$ cat src/logic/dct_consts.vh
// constants for the dual carrier counter/timer: register offsets, field positions, load values
`ifndef DCT_CONSTS_VH
`define DCT_CONSTS_VH

// register offsets (one byte each on the plain register port)
`define DCT_ADDR_NARROW_CTRL   8'h00
`define DCT_ADDR_SHARED_CTRL   8'h01
`define DCT_ADDR_WIDE_CTRL     8'h02
`define DCT_ADDR_ENABLE_SYNC   8'h03
`define DCT_ADDR_LOW_HOLD      8'h04
`define DCT_ADDR_HIGH_HOLD     8'h05
`define DCT_ADDR_WIDE_HOLD_LO  8'h06
`define DCT_ADDR_WIDE_HOLD_HI  8'h07
`define DCT_ADDR_POS_CAPTURE   8'h08
`define DCT_ADDR_NEG_CAPTURE   8'h09
`define DCT_ADDR_WIDE_CAP_LO   8'h0A
`define DCT_ADDR_WIDE_CAP_HI   8'h0B

// narrow counter control fields
`define DCT_NC_SINGLE_PASS     6
`define DCT_NC_TIMEOUT         5
`define DCT_NC_PRESCALE_HI     4
`define DCT_NC_PRESCALE_LO     3
`define DCT_NC_CAPTURE_IE      2
`define DCT_NC_TIMEOUT_IE      1

// shared control fields
`define DCT_SC_DEMOD_MODE      7
`define DCT_SC_NEG_EDGE_EN     3
`define DCT_SC_POS_EDGE_EN     2
`define DCT_SC_INIT_LEVEL      1
`define DCT_SC_POS_STATUS      1
`define DCT_SC_NEG_STATUS      0

// wide counter control fields
`define DCT_WC_EDGE_ONCE       6
`define DCT_WC_TIMEOUT         5
`define DCT_WC_CLOCK_SEL       4
`define DCT_WC_CAPTURE_IE      3
`define DCT_WC_TIMEOUT_IE      2
`define DCT_WC_OUTPUT_SEL      1
`define DCT_WC_SINGLE_PASS     0

// enable/sync control fields
`define DCT_ES_WIDE_EN         7
`define DCT_ES_NARROW_EN       6
`define DCT_ES_SYNC            5
`define DCT_ES_RESERVED_READ   5'h1F

// counter load, terminal-count and reset values
`define DCT_NARROW_RELOAD      8'hFF
`define DCT_WIDE_RELOAD        16'hFFFF
`define DCT_NARROW_TERM        8'h01
`define DCT_WIDE_TERM          16'h0001
`define DCT_BYTE_RESET         8'h00
`define DCT_WORD_RESET         16'h0000

`endif

$ cat src/logic/dct_counter_timer.v
// dual carrier counter/timer: 8-bit carrier/demod counter, 16-bit counter, shared controls
`include "dct_consts.vh"
`timescale 1ns/1ns
`default_nettype none

module dct_counter_timer (
    input  wire       clk,
    input  wire       rst_n,
    input  wire [7:0] regAddr,
    input  wire [7:0] regWdata,
    input  wire       regWr,
    input  wire       regRd,
    output reg  [7:0] regRdata,
    input  wire       demodPin,
    input  wire       portOutValue,
    output reg        sharedOutputPin,
    output reg        narrowCounterOutput,
    output reg        wideCounterOutput,
    output reg        narrowIrq,
    output reg        wideIrq
);

    // register fields
    reg        singlePass;
    reg [1:0]  narrowPrescale;
    reg        narrowCapIe;
    reg        narrowToutIe;
    reg        narrowTimeoutFlag;
    reg        demodMode;
    reg        negEdgeEn;
    reg        posEdgeEn;
    reg        initLevel;
    reg        posStatus;
    reg        negStatus;
    reg        edgeOnce;
    reg        wideTimeoutFlag;
    reg        wideClockSel;
    reg        wideCapIe;
    reg        wideToutIe;
    reg        outputSel;
    reg        wideSinglePass;
    reg        syncMode;
    reg [7:0]  lowHold;
    reg [7:0]  highHold;
    reg [15:0] wideHold;
    reg [7:0]  posCapture;
    reg [7:0]  negCapture;
    reg [15:0] wideCapture;
    // counter state
    reg [7:0]  narrowCnt;
    reg        narrowRun;
    reg        narrowWaitSync;
    reg        narrowFirstTerm;
    reg [15:0] wideCnt;
    reg        wideRun;
    reg        wideEdgeSeen;
    // divider, pin synchroniser, edge history
    reg [2:0]  divCnt;
    reg        demodMeta;
    reg        demodSync;
    reg        demodPrev;
    reg        wideSigPrev;
    // write decodes
    wire wrNarrowCtrl = regWr && (regAddr == `DCT_ADDR_NARROW_CTRL);
    wire wrSharedCtrl = regWr && (regAddr == `DCT_ADDR_SHARED_CTRL);
    wire wrWideCtrl   = regWr && (regAddr == `DCT_ADDR_WIDE_CTRL);
    wire wrEnableSync = regWr && (regAddr == `DCT_ADDR_ENABLE_SYNC);
    // counter clock enables from one free-running divider
    reg  narrowTick;
    always @* begin
        case (narrowPrescale)
            2'b00:   narrowTick = 1'b1;
            2'b01:   narrowTick = divCnt[0];
            2'b10:   narrowTick = &divCnt[1:0];
            default: narrowTick = &divCnt;
        endcase
    end
    wire wideTick = wideClockSel ? (&divCnt) : 1'b1;
    // demod input edges, seen on the second synchroniser stage only
    wire riseEdge = demodSync & ~demodPrev;
    wire fallEdge = ~demodSync & demodPrev;
    wire posHit   = riseEdge & posEdgeEn;
    wire negHit   = fallEdge & negEdgeEn;
    // reference for sync: demodulated input in demod mode, wide output otherwise
    wire wideSignal = demodMode ? demodSync : wideCounterOutput;
    wire wideChange = wideSignal ^ wideSigPrev;
    // narrow counter events
    wire startNarrow  = wrEnableSync & regWdata[`DCT_ES_NARROW_EN] & ~narrowRun;
    wire stopNarrow   = wrEnableSync & ~regWdata[`DCT_ES_NARROW_EN];
    wire narrowActive = narrowRun & ~narrowWaitSync;
    wire narrowStep   = narrowActive & narrowTick;
    wire narrowTerm   = narrowStep & (narrowCnt == `DCT_NARROW_TERM);
    wire capPos       = demodMode & narrowActive & posHit;
    wire capNeg       = demodMode & narrowActive & negHit;
    // first modulo-N terminal only toggles; later ones and single-pass flag
    wire narrowToutSet = (~demodMode & narrowTerm & (singlePass | ~narrowFirstTerm))
                       | (demodMode & narrowTerm);

    // wide counter events
    wire startWide = wrEnableSync & regWdata[`DCT_ES_WIDE_EN] & ~wideRun;
    wire stopWide  = wrEnableSync & ~regWdata[`DCT_ES_WIDE_EN];
    wire wideStep  = wideRun & wideTick;
    wire wideTerm  = wideStep & (wideCnt == `DCT_WIDE_TERM);
    wire wideCap   = demodMode & wideRun & (posHit | negHit)
                   & ~(edgeOnce & wideEdgeSeen);

    // divider and synchroniser
    always @(posedge clk) begin
        if (!rst_n) begin
            divCnt      <= 3'b000;
            demodMeta   <= 1'b0;
            demodSync   <= 1'b0;
            demodPrev   <= 1'b0;
            wideSigPrev <= 1'b0;
        end else begin
            divCnt      <= divCnt + 3'b001;
            demodMeta   <= demodPin;
            demodSync   <= demodMeta;
            demodPrev   <= demodSync;
            wideSigPrev <= wideSignal;
        end
    end

    // software-written fields and sticky flags
    always @(posedge clk) begin
        if (!rst_n) begin
            singlePass        <= 1'b0;
            narrowPrescale    <= 2'b00;
            narrowCapIe       <= 1'b0;
            narrowToutIe      <= 1'b0;
            narrowTimeoutFlag <= 1'b0;
            demodMode         <= 1'b0;
            negEdgeEn         <= 1'b0;
            posEdgeEn         <= 1'b0;
            initLevel         <= 1'b0;
            posStatus         <= 1'b0;
            negStatus         <= 1'b0;
            edgeOnce          <= 1'b0;
            wideTimeoutFlag   <= 1'b0;
            wideClockSel      <= 1'b0;
            wideCapIe         <= 1'b0;
            wideToutIe        <= 1'b0;
            outputSel         <= 1'b0;
            wideSinglePass    <= 1'b0;
            syncMode          <= 1'b0;
            lowHold           <= `DCT_BYTE_RESET;
            highHold          <= `DCT_BYTE_RESET;
            wideHold          <= `DCT_WORD_RESET;
        end else begin
            if (wrNarrowCtrl) begin
                singlePass     <= regWdata[`DCT_NC_SINGLE_PASS];
                narrowPrescale <= regWdata[`DCT_NC_PRESCALE_HI:`DCT_NC_PRESCALE_LO];
                narrowCapIe    <= regWdata[`DCT_NC_CAPTURE_IE];
                narrowToutIe   <= regWdata[`DCT_NC_TIMEOUT_IE];
            end
            // an event in the clearing cycle still sets the flag
            narrowTimeoutFlag <= (narrowTimeoutFlag
                                 & ~(wrNarrowCtrl & regWdata[`DCT_NC_TIMEOUT]))
                                 | narrowToutSet;
            if (wrSharedCtrl) begin
                demodMode <= regWdata[`DCT_SC_DEMOD_MODE];
                negEdgeEn <= regWdata[`DCT_SC_NEG_EDGE_EN];
                posEdgeEn <= regWdata[`DCT_SC_POS_EDGE_EN];
            end
            // low bits are initial level in transmit, edge status in demod
            if (wrSharedCtrl && !demodMode) begin
                initLevel <= regWdata[`DCT_SC_INIT_LEVEL];
            end
            posStatus <= (posStatus & ~(wrSharedCtrl & demodMode
                         & regWdata[`DCT_SC_POS_STATUS])) | capPos;
            negStatus <= (negStatus & ~(wrSharedCtrl & demodMode
                         & regWdata[`DCT_SC_NEG_STATUS])) | capNeg;
            if (wrWideCtrl) begin
                edgeOnce       <= regWdata[`DCT_WC_EDGE_ONCE];
                wideClockSel   <= regWdata[`DCT_WC_CLOCK_SEL];
                wideCapIe      <= regWdata[`DCT_WC_CAPTURE_IE];
                wideToutIe     <= regWdata[`DCT_WC_TIMEOUT_IE];
                outputSel      <= regWdata[`DCT_WC_OUTPUT_SEL];
                wideSinglePass <= regWdata[`DCT_WC_SINGLE_PASS];
            end
            wideTimeoutFlag <= (wideTimeoutFlag
                               & ~(wrWideCtrl & regWdata[`DCT_WC_TIMEOUT]))
                               | wideTerm;
            if (wrEnableSync) begin
                syncMode <= regWdata[`DCT_ES_SYNC];
            end
            // hold writes never touch the live count, only the next reload
            if (regWr && (regAddr == `DCT_ADDR_LOW_HOLD)) begin
                lowHold <= regWdata;
            end
            if (regWr && (regAddr == `DCT_ADDR_HIGH_HOLD)) begin
                highHold <= regWdata;
            end
            if (regWr && (regAddr == `DCT_ADDR_WIDE_HOLD_LO)) begin
                wideHold[7:0] <= regWdata;
            end
            if (regWr && (regAddr == `DCT_ADDR_WIDE_HOLD_HI)) begin
                wideHold[15:8] <= regWdata;
            end
        end
    end

    // narrow counter
    always @(posedge clk) begin
        if (!rst_n) begin
            narrowCnt           <= `DCT_BYTE_RESET;
            narrowRun           <= 1'b0;
            narrowWaitSync      <= 1'b0;
            narrowFirstTerm     <= 1'b0;
            narrowCounterOutput <= 1'b0;
            posCapture          <= `DCT_BYTE_RESET;
            negCapture          <= `DCT_BYTE_RESET;
            narrowIrq           <= 1'b0;
        end else begin
            narrowIrq <= (narrowToutSet & narrowToutIe)
                       | ((capPos | capNeg) & narrowCapIe);
            if (capPos) begin
                posCapture <= narrowCnt;
            end
            if (capNeg) begin
                negCapture <= narrowCnt;
            end
            if (startNarrow) begin
                narrowRun           <= 1'b1;
                narrowWaitSync      <= regWdata[`DCT_ES_SYNC];
                narrowFirstTerm     <= 1'b1;
                narrowCounterOutput <= initLevel;
                if (demodMode) begin
                    narrowCnt <= `DCT_NARROW_RELOAD;
                end else begin
                    narrowCnt <= initLevel ? highHold : lowHold;
                end
            end else if (stopNarrow) begin
                narrowRun <= 1'b0;
            end else if (narrowRun && narrowWaitSync) begin
                // carrier starts on a reference edge, so its first pulse is whole
                if (wideChange) begin
                    narrowWaitSync <= 1'b0;
                end
            end else if (capPos || capNeg) begin
                narrowCnt <= `DCT_NARROW_RELOAD;
            end else if (narrowStep) begin
                if (demodMode) begin
                    // reaching 0 flags a timeout; the next step wraps to FFH
                    narrowCnt <= narrowCnt - 8'h01;
                end else if (narrowTerm) begin
                    narrowCounterOutput <= ~narrowCounterOutput;
                    narrowFirstTerm     <= 1'b0;
                    if (singlePass) begin
                        narrowCnt <= `DCT_BYTE_RESET;
                        narrowRun <= 1'b0;
                    end else begin
                        // new level 0 takes low hold, new level 1 high hold
                        narrowCnt <= narrowCounterOutput ? lowHold : highHold;
                    end
                end else begin
                    // a start value of 0 steps to FFH, a 256-step period
                    narrowCnt <= narrowCnt - 8'h01;
                end
            end
        end
    end

    // wide counter
    always @(posedge clk) begin
        if (!rst_n) begin
            wideCnt           <= `DCT_WORD_RESET;
            wideRun           <= 1'b0;
            wideEdgeSeen      <= 1'b0;
            wideCounterOutput <= 1'b0;
            wideCapture       <= `DCT_WORD_RESET;
            wideIrq           <= 1'b0;
        end else begin
            wideIrq <= (wideTerm & wideToutIe) | (wideCap & wideCapIe);
            if (startWide) begin
                wideRun      <= 1'b1;
                wideEdgeSeen <= 1'b0;
                wideCnt      <= demodMode ? `DCT_WIDE_RELOAD : wideHold;
            end else if (stopWide) begin
                wideRun <= 1'b0;
            end else if (wideCap) begin
                wideCapture  <= wideCnt;
                wideCnt      <= `DCT_WIDE_RELOAD;
                wideEdgeSeen <= 1'b1;
            end else if (wideStep) begin
                if (!demodMode && wideTerm) begin
                    wideCounterOutput <= ~wideCounterOutput;
                    if (wideSinglePass) begin
                        wideCnt <= `DCT_WORD_RESET;
                        wideRun <= 1'b0;
                    end else begin
                        wideCnt <= wideHold;
                    end
                end else begin
                    wideCnt <= wideCnt - 16'h0001;
                end
            end
        end
    end

    // shared pin: registered so it never glitches on a select change
    always @(posedge clk) begin
        if (!rst_n) begin
            sharedOutputPin <= 1'b0;
        end else begin
            sharedOutputPin <= outputSel ? wideCounterOutput : portOutValue;
        end
    end

    // read port: data in the cycle after the strobe, zero for unmapped offsets
    always @(posedge clk) begin
        if (!rst_n) begin
            regRdata <= `DCT_BYTE_RESET;
        end else if (regRd) begin
            case (regAddr)
                `DCT_ADDR_NARROW_CTRL:
                    regRdata <= {1'b0, singlePass, narrowTimeoutFlag, narrowPrescale,
                                 narrowCapIe, narrowToutIe, 1'b0};
                `DCT_ADDR_SHARED_CTRL:
                    regRdata <= {demodMode, 3'b000, negEdgeEn, posEdgeEn,
                                 demodMode ? posStatus : initLevel,
                                 demodMode ? negStatus : 1'b0};
                `DCT_ADDR_WIDE_CTRL:
                    regRdata <= {1'b0, edgeOnce, wideTimeoutFlag, wideClockSel,
                                 wideCapIe, wideToutIe, outputSel, wideSinglePass};
                `DCT_ADDR_ENABLE_SYNC:
                    regRdata <= {wideRun, narrowRun, syncMode,
                                 `DCT_ES_RESERVED_READ};
                `DCT_ADDR_LOW_HOLD:     regRdata <= lowHold;
                `DCT_ADDR_HIGH_HOLD:    regRdata <= highHold;
                `DCT_ADDR_WIDE_HOLD_LO: regRdata <= wideHold[7:0];
                `DCT_ADDR_WIDE_HOLD_HI: regRdata <= wideHold[15:8];
                `DCT_ADDR_POS_CAPTURE:  regRdata <= posCapture;
                `DCT_ADDR_NEG_CAPTURE:  regRdata <= negCapture;
                `DCT_ADDR_WIDE_CAP_LO:  regRdata <= wideCapture[7:0];
                `DCT_ADDR_WIDE_CAP_HI:  regRdata <= wideCapture[15:8];
                default:                regRdata <= `DCT_BYTE_RESET;
            endcase
        end
    end

endmodule

`default_nettype wire

$ cat config.mk
export PLATFORM = sky130hd
export DESIGN_NAME = dct_counter_timer
export DESIGN_NICKNAME = d
export VERILOG_FILES = /design/src/logic/dct_counter_timer.v
export VERILOG_INCLUDE_DIRS = /design/src /design/src/logic
export SDC_FILE = /design/constraint.sdc
export NUM_CORES = 1
export LEC_CHECK = 0
export BUFFER_PORTS_ARGS = -buffer_cell sky130_fd_sc_hd__buf_4
export CAP_MARGIN = 25
export CORE_ASPECT_RATIO = 0.5
export CORE_UTILIZATION = 25
export DETAILED_ROUTE_END_ITERATION = 6
export GPL_TIMING_DRIVEN = 0
export HOLD_SLACK_MARGIN = 0.1
export PLACE_DENSITY = 0.38
export SLEW_MARGIN = 20
export SYNTH_ARGS = -nofsm -noshare
export SYNTH_HDL_FRONTEND = slang
export SYNTH_SLANG_ARGS = --single-unit
$ cat constraint.sdc
create_clock -name clk -period 3.1 [get_ports clk]
set_input_delay 0.62 -clock clk [delete_from_list [all_inputs] [get_ports clk]]
set_output_delay 0.62 -clock clk [all_outputs]
set_load 0.02 [all_outputs]
==> run metrics <==
sequential power share=43.8%; crit-path max FO=10; Area growth syn-to-layout=18.0%; ys flop type=dfxtp_1; HP Start=demodPin; Worst Hold Depth=2; drt drc=0; Seq cells post-synth=133; post-synthesis async set-or-reset flop share=0%; placed cell areas=7440 sq um; Die Height=119 um; total wire length=27.1 mm; Setup Skew=0.0110 ns; Yosys Warn Count=0; port bufs=28; I/O Pins=35; hpwl dp=20.3 mm; Crit. End Element=flip-flop; Starting DRT DRC Count=480; gp weighted congestion=0.935; Mapped Area=6790 sq um; crit share post-route=93.5%; Clock Power Share=51.1%; Gate power share=5.1%; worst r2r src=demodMode$_SDFFE_PN0N_; leak pwr=2.95 nW; Netlist cell types=76; syn avg cell area=8.63 sq um; CP Class=reg -> reg; MaxCap Viol Count=0; die area=27,900 sq um; Seq/Total Area, Yosys=39.2%; unrepaired setup endpoints after global routing=false; Worst Max-Slew Pin Slew=0.985 ns; switching share of power=26.1%; clk_lat worst skew=0.45 ns; Startpoint Class=flip-flop; largest net degree at the start of global routing=17; via count=6,116; Syn Nets=815; Synth top cells by count=nor2_1 (140), dfxtp_1 (133), mux2i_1 (102); layout cell share with drive strength beyond 1=10.5%; cell depth of the worst flop-to-flop path=6; CTS root buf=clkbuf_16; Synth area leader=dfxtp_1; Final #Nets=862; power density cells=491 nW/um^2; DR WL/cell=22.6 um; Site Rows=42; Core ar.=26,500 sq um; Post-CTS Setup Repair Bufs=0; first-pass GRT wire length=40.6 mm; Slew Limit Fails=0; Peak VDD IR=0.370 mV; clk slew on worst S/H paths=0.07 ns; number of cells produced by synthesis=787; EDFF count, synth=0; total power=3.93 mW; status=finished clean; Arr. time, crit path=3.21 ns; Hold Vio Cnt, Final=0; vias per std cell=5.10; initial antenna violation count=1; Final Util=30.2%; switching power=1.03 mW; Worst EP required=3.41 ns; Antenna diodes=0; Max transition margin=34.3%; cts hold-fix bufs=0; antenna viol nets, final=0; most frequent cell after synthesis=nor2_1; Area contributors post-synth=dfxtp_1 (39%), mux2i_1 (15%), nor2_1 (7.7%), o21ai_0 (3.6%), a21oi_1 (3.1%); total CTS buffers=17; Die Span X=235 um; post_cts resized=0; clk sinks=133; DRT Pass-1 Iters=4; Design Area, Final=8010 sq um; cell-internal power=2.90 mW; crit path from=demodMode$_SDFFE_PN0N_; CTS tree=yes; H-tree Lvls=4; worst hold slack=0.401 ns; Tmin final=2.90 ns; hold crit path type=in -> reg; endpoints failing setup=0; number of global-route vias before repair=6,020; Max Fclk=345 MHz; GRT Util Overall=20.1%; Starting Density=25.6%; clk buf depth=2; Yosys top cell area share=39.2%; total global routing overflow=0
## path summary, 6_finish.rpt
check                           slack [ns]                     endpoint
worst max-delay path                  0.20  wideCapture[7]$_SDFFE_PN0P_
worst min-delay path                  0.40         demodMeta$_SDFF_PN0_
worst max register to register        0.20  wideCapture[7]$_SDFFE_PN0P_
worst min register to register        0.44         demodSync$_SDFF_PN0_
## flip-flops by register name, indices dropped and copies added, names as in the netlist, 8 cells and up
signal / cells
negCapture: 8
wideCapture: 16
posCapture: 8
regRdata: 8
highHold: 8
wideHold: 16
narrowCnt: 8
lowHold: 8
wideCnt: 16
## layout make-up
class / count / area [sq um]
fillers: 2787 / 18500
clock buffers: 19 / 443
repair buffers: 28 / 210
flip-flops and latches: 133 / 2660
inverters: 14 / 52.6
plain buffers: 49 / 201
multi-input cells: 591 / 3870
clock inverters: 13 / 128
well taps: 352 / 440
## cells in the final DEF, fill, tap and decap left out, types with 8 or more instances in the layout
cell,netlist,layout
clkbuf_16,0,17
inv_1,13,13
mux2i_1,102,102
nor2_1,140,140
buf_4,1,29
nor3_1,8,8
nor2b_1,12,12
and3_1,10,10
a211oi_1,12,12
xor2_1,9,9
nand2_1,55,55
buf_1,9,9
clkbuf_1,33,34
nand3_1,21,21
a22oi_1,10,10
a21oi_1,42,42
dfxtp_1,133,133
o21ai_0,49,49
## worst max-delay path, cell delays in order, from the launching register on
cell and delay (ns):
dfxtp_1 0.37, clkbuf_1 0.49, o2111ai_1 0.42, nor2_1 0.68, buf_2 0.47, mux2i_1 0.26, nor2_1 0.05
## stage by stage
step	setup slack (ns)	setup TNS, ns	instances
2_1_floorplan	0.394	0	787
3_3_place_gp	-0.237	-4.81	1167
3_5_place_dp	-0.225	-4.46	1167
4_1_cts	0.195	0	1199
5_1_grt	0.00575	0	1199
6_report	0.201	0	1199
## routing by layer
layer | up-vias | GRT usage, % | wire length [um]
li1 | 2930 | - | -
met3 | 17 | 3.04 | 1070
met4 | 0 | 5.35 | 250
met5 | - | 0 | 0
met1 | 3055 | 29.6 | 14200
met2 | 114 | 30.2 | 11600
## cells by family (layout without fill, tap and decap cells)
| logic type | count (synthesis) | in the layout | synth area share [%] |
|---|---|---|---|
| flip-flops | 133 | 133 | 39.2 |
| XOR/XNOR | 14 | 14 | 1.81 |
| buffers and inverters | 63 | 123 | 3.74 |
| adder cells (fa/ha/maj) | 6 | 6 | 1.11 |
| AND/OR/NAND/NOR | 289 | 289 | 20.4 |
| multiplexers | 110 | 110 | 17.2 |
| AO/OA/AOI/OAI | 172 | 172 | 16.6 |
## power groups by stage
stage          sequential [mW]  combinational, mW  clock [mW]
2_1_floorplan             1.76              0.102           0
3_3_place_gp              1.76              0.201           0
3_5_place_dp              1.76              0.200           0
4_1_cts                   1.72              0.201        2.04
5_1_grt                   1.72              0.214        2.13
6_report                  1.72              0.200        2.01
No activity file was read; power rests on OpenSTA's default activity.
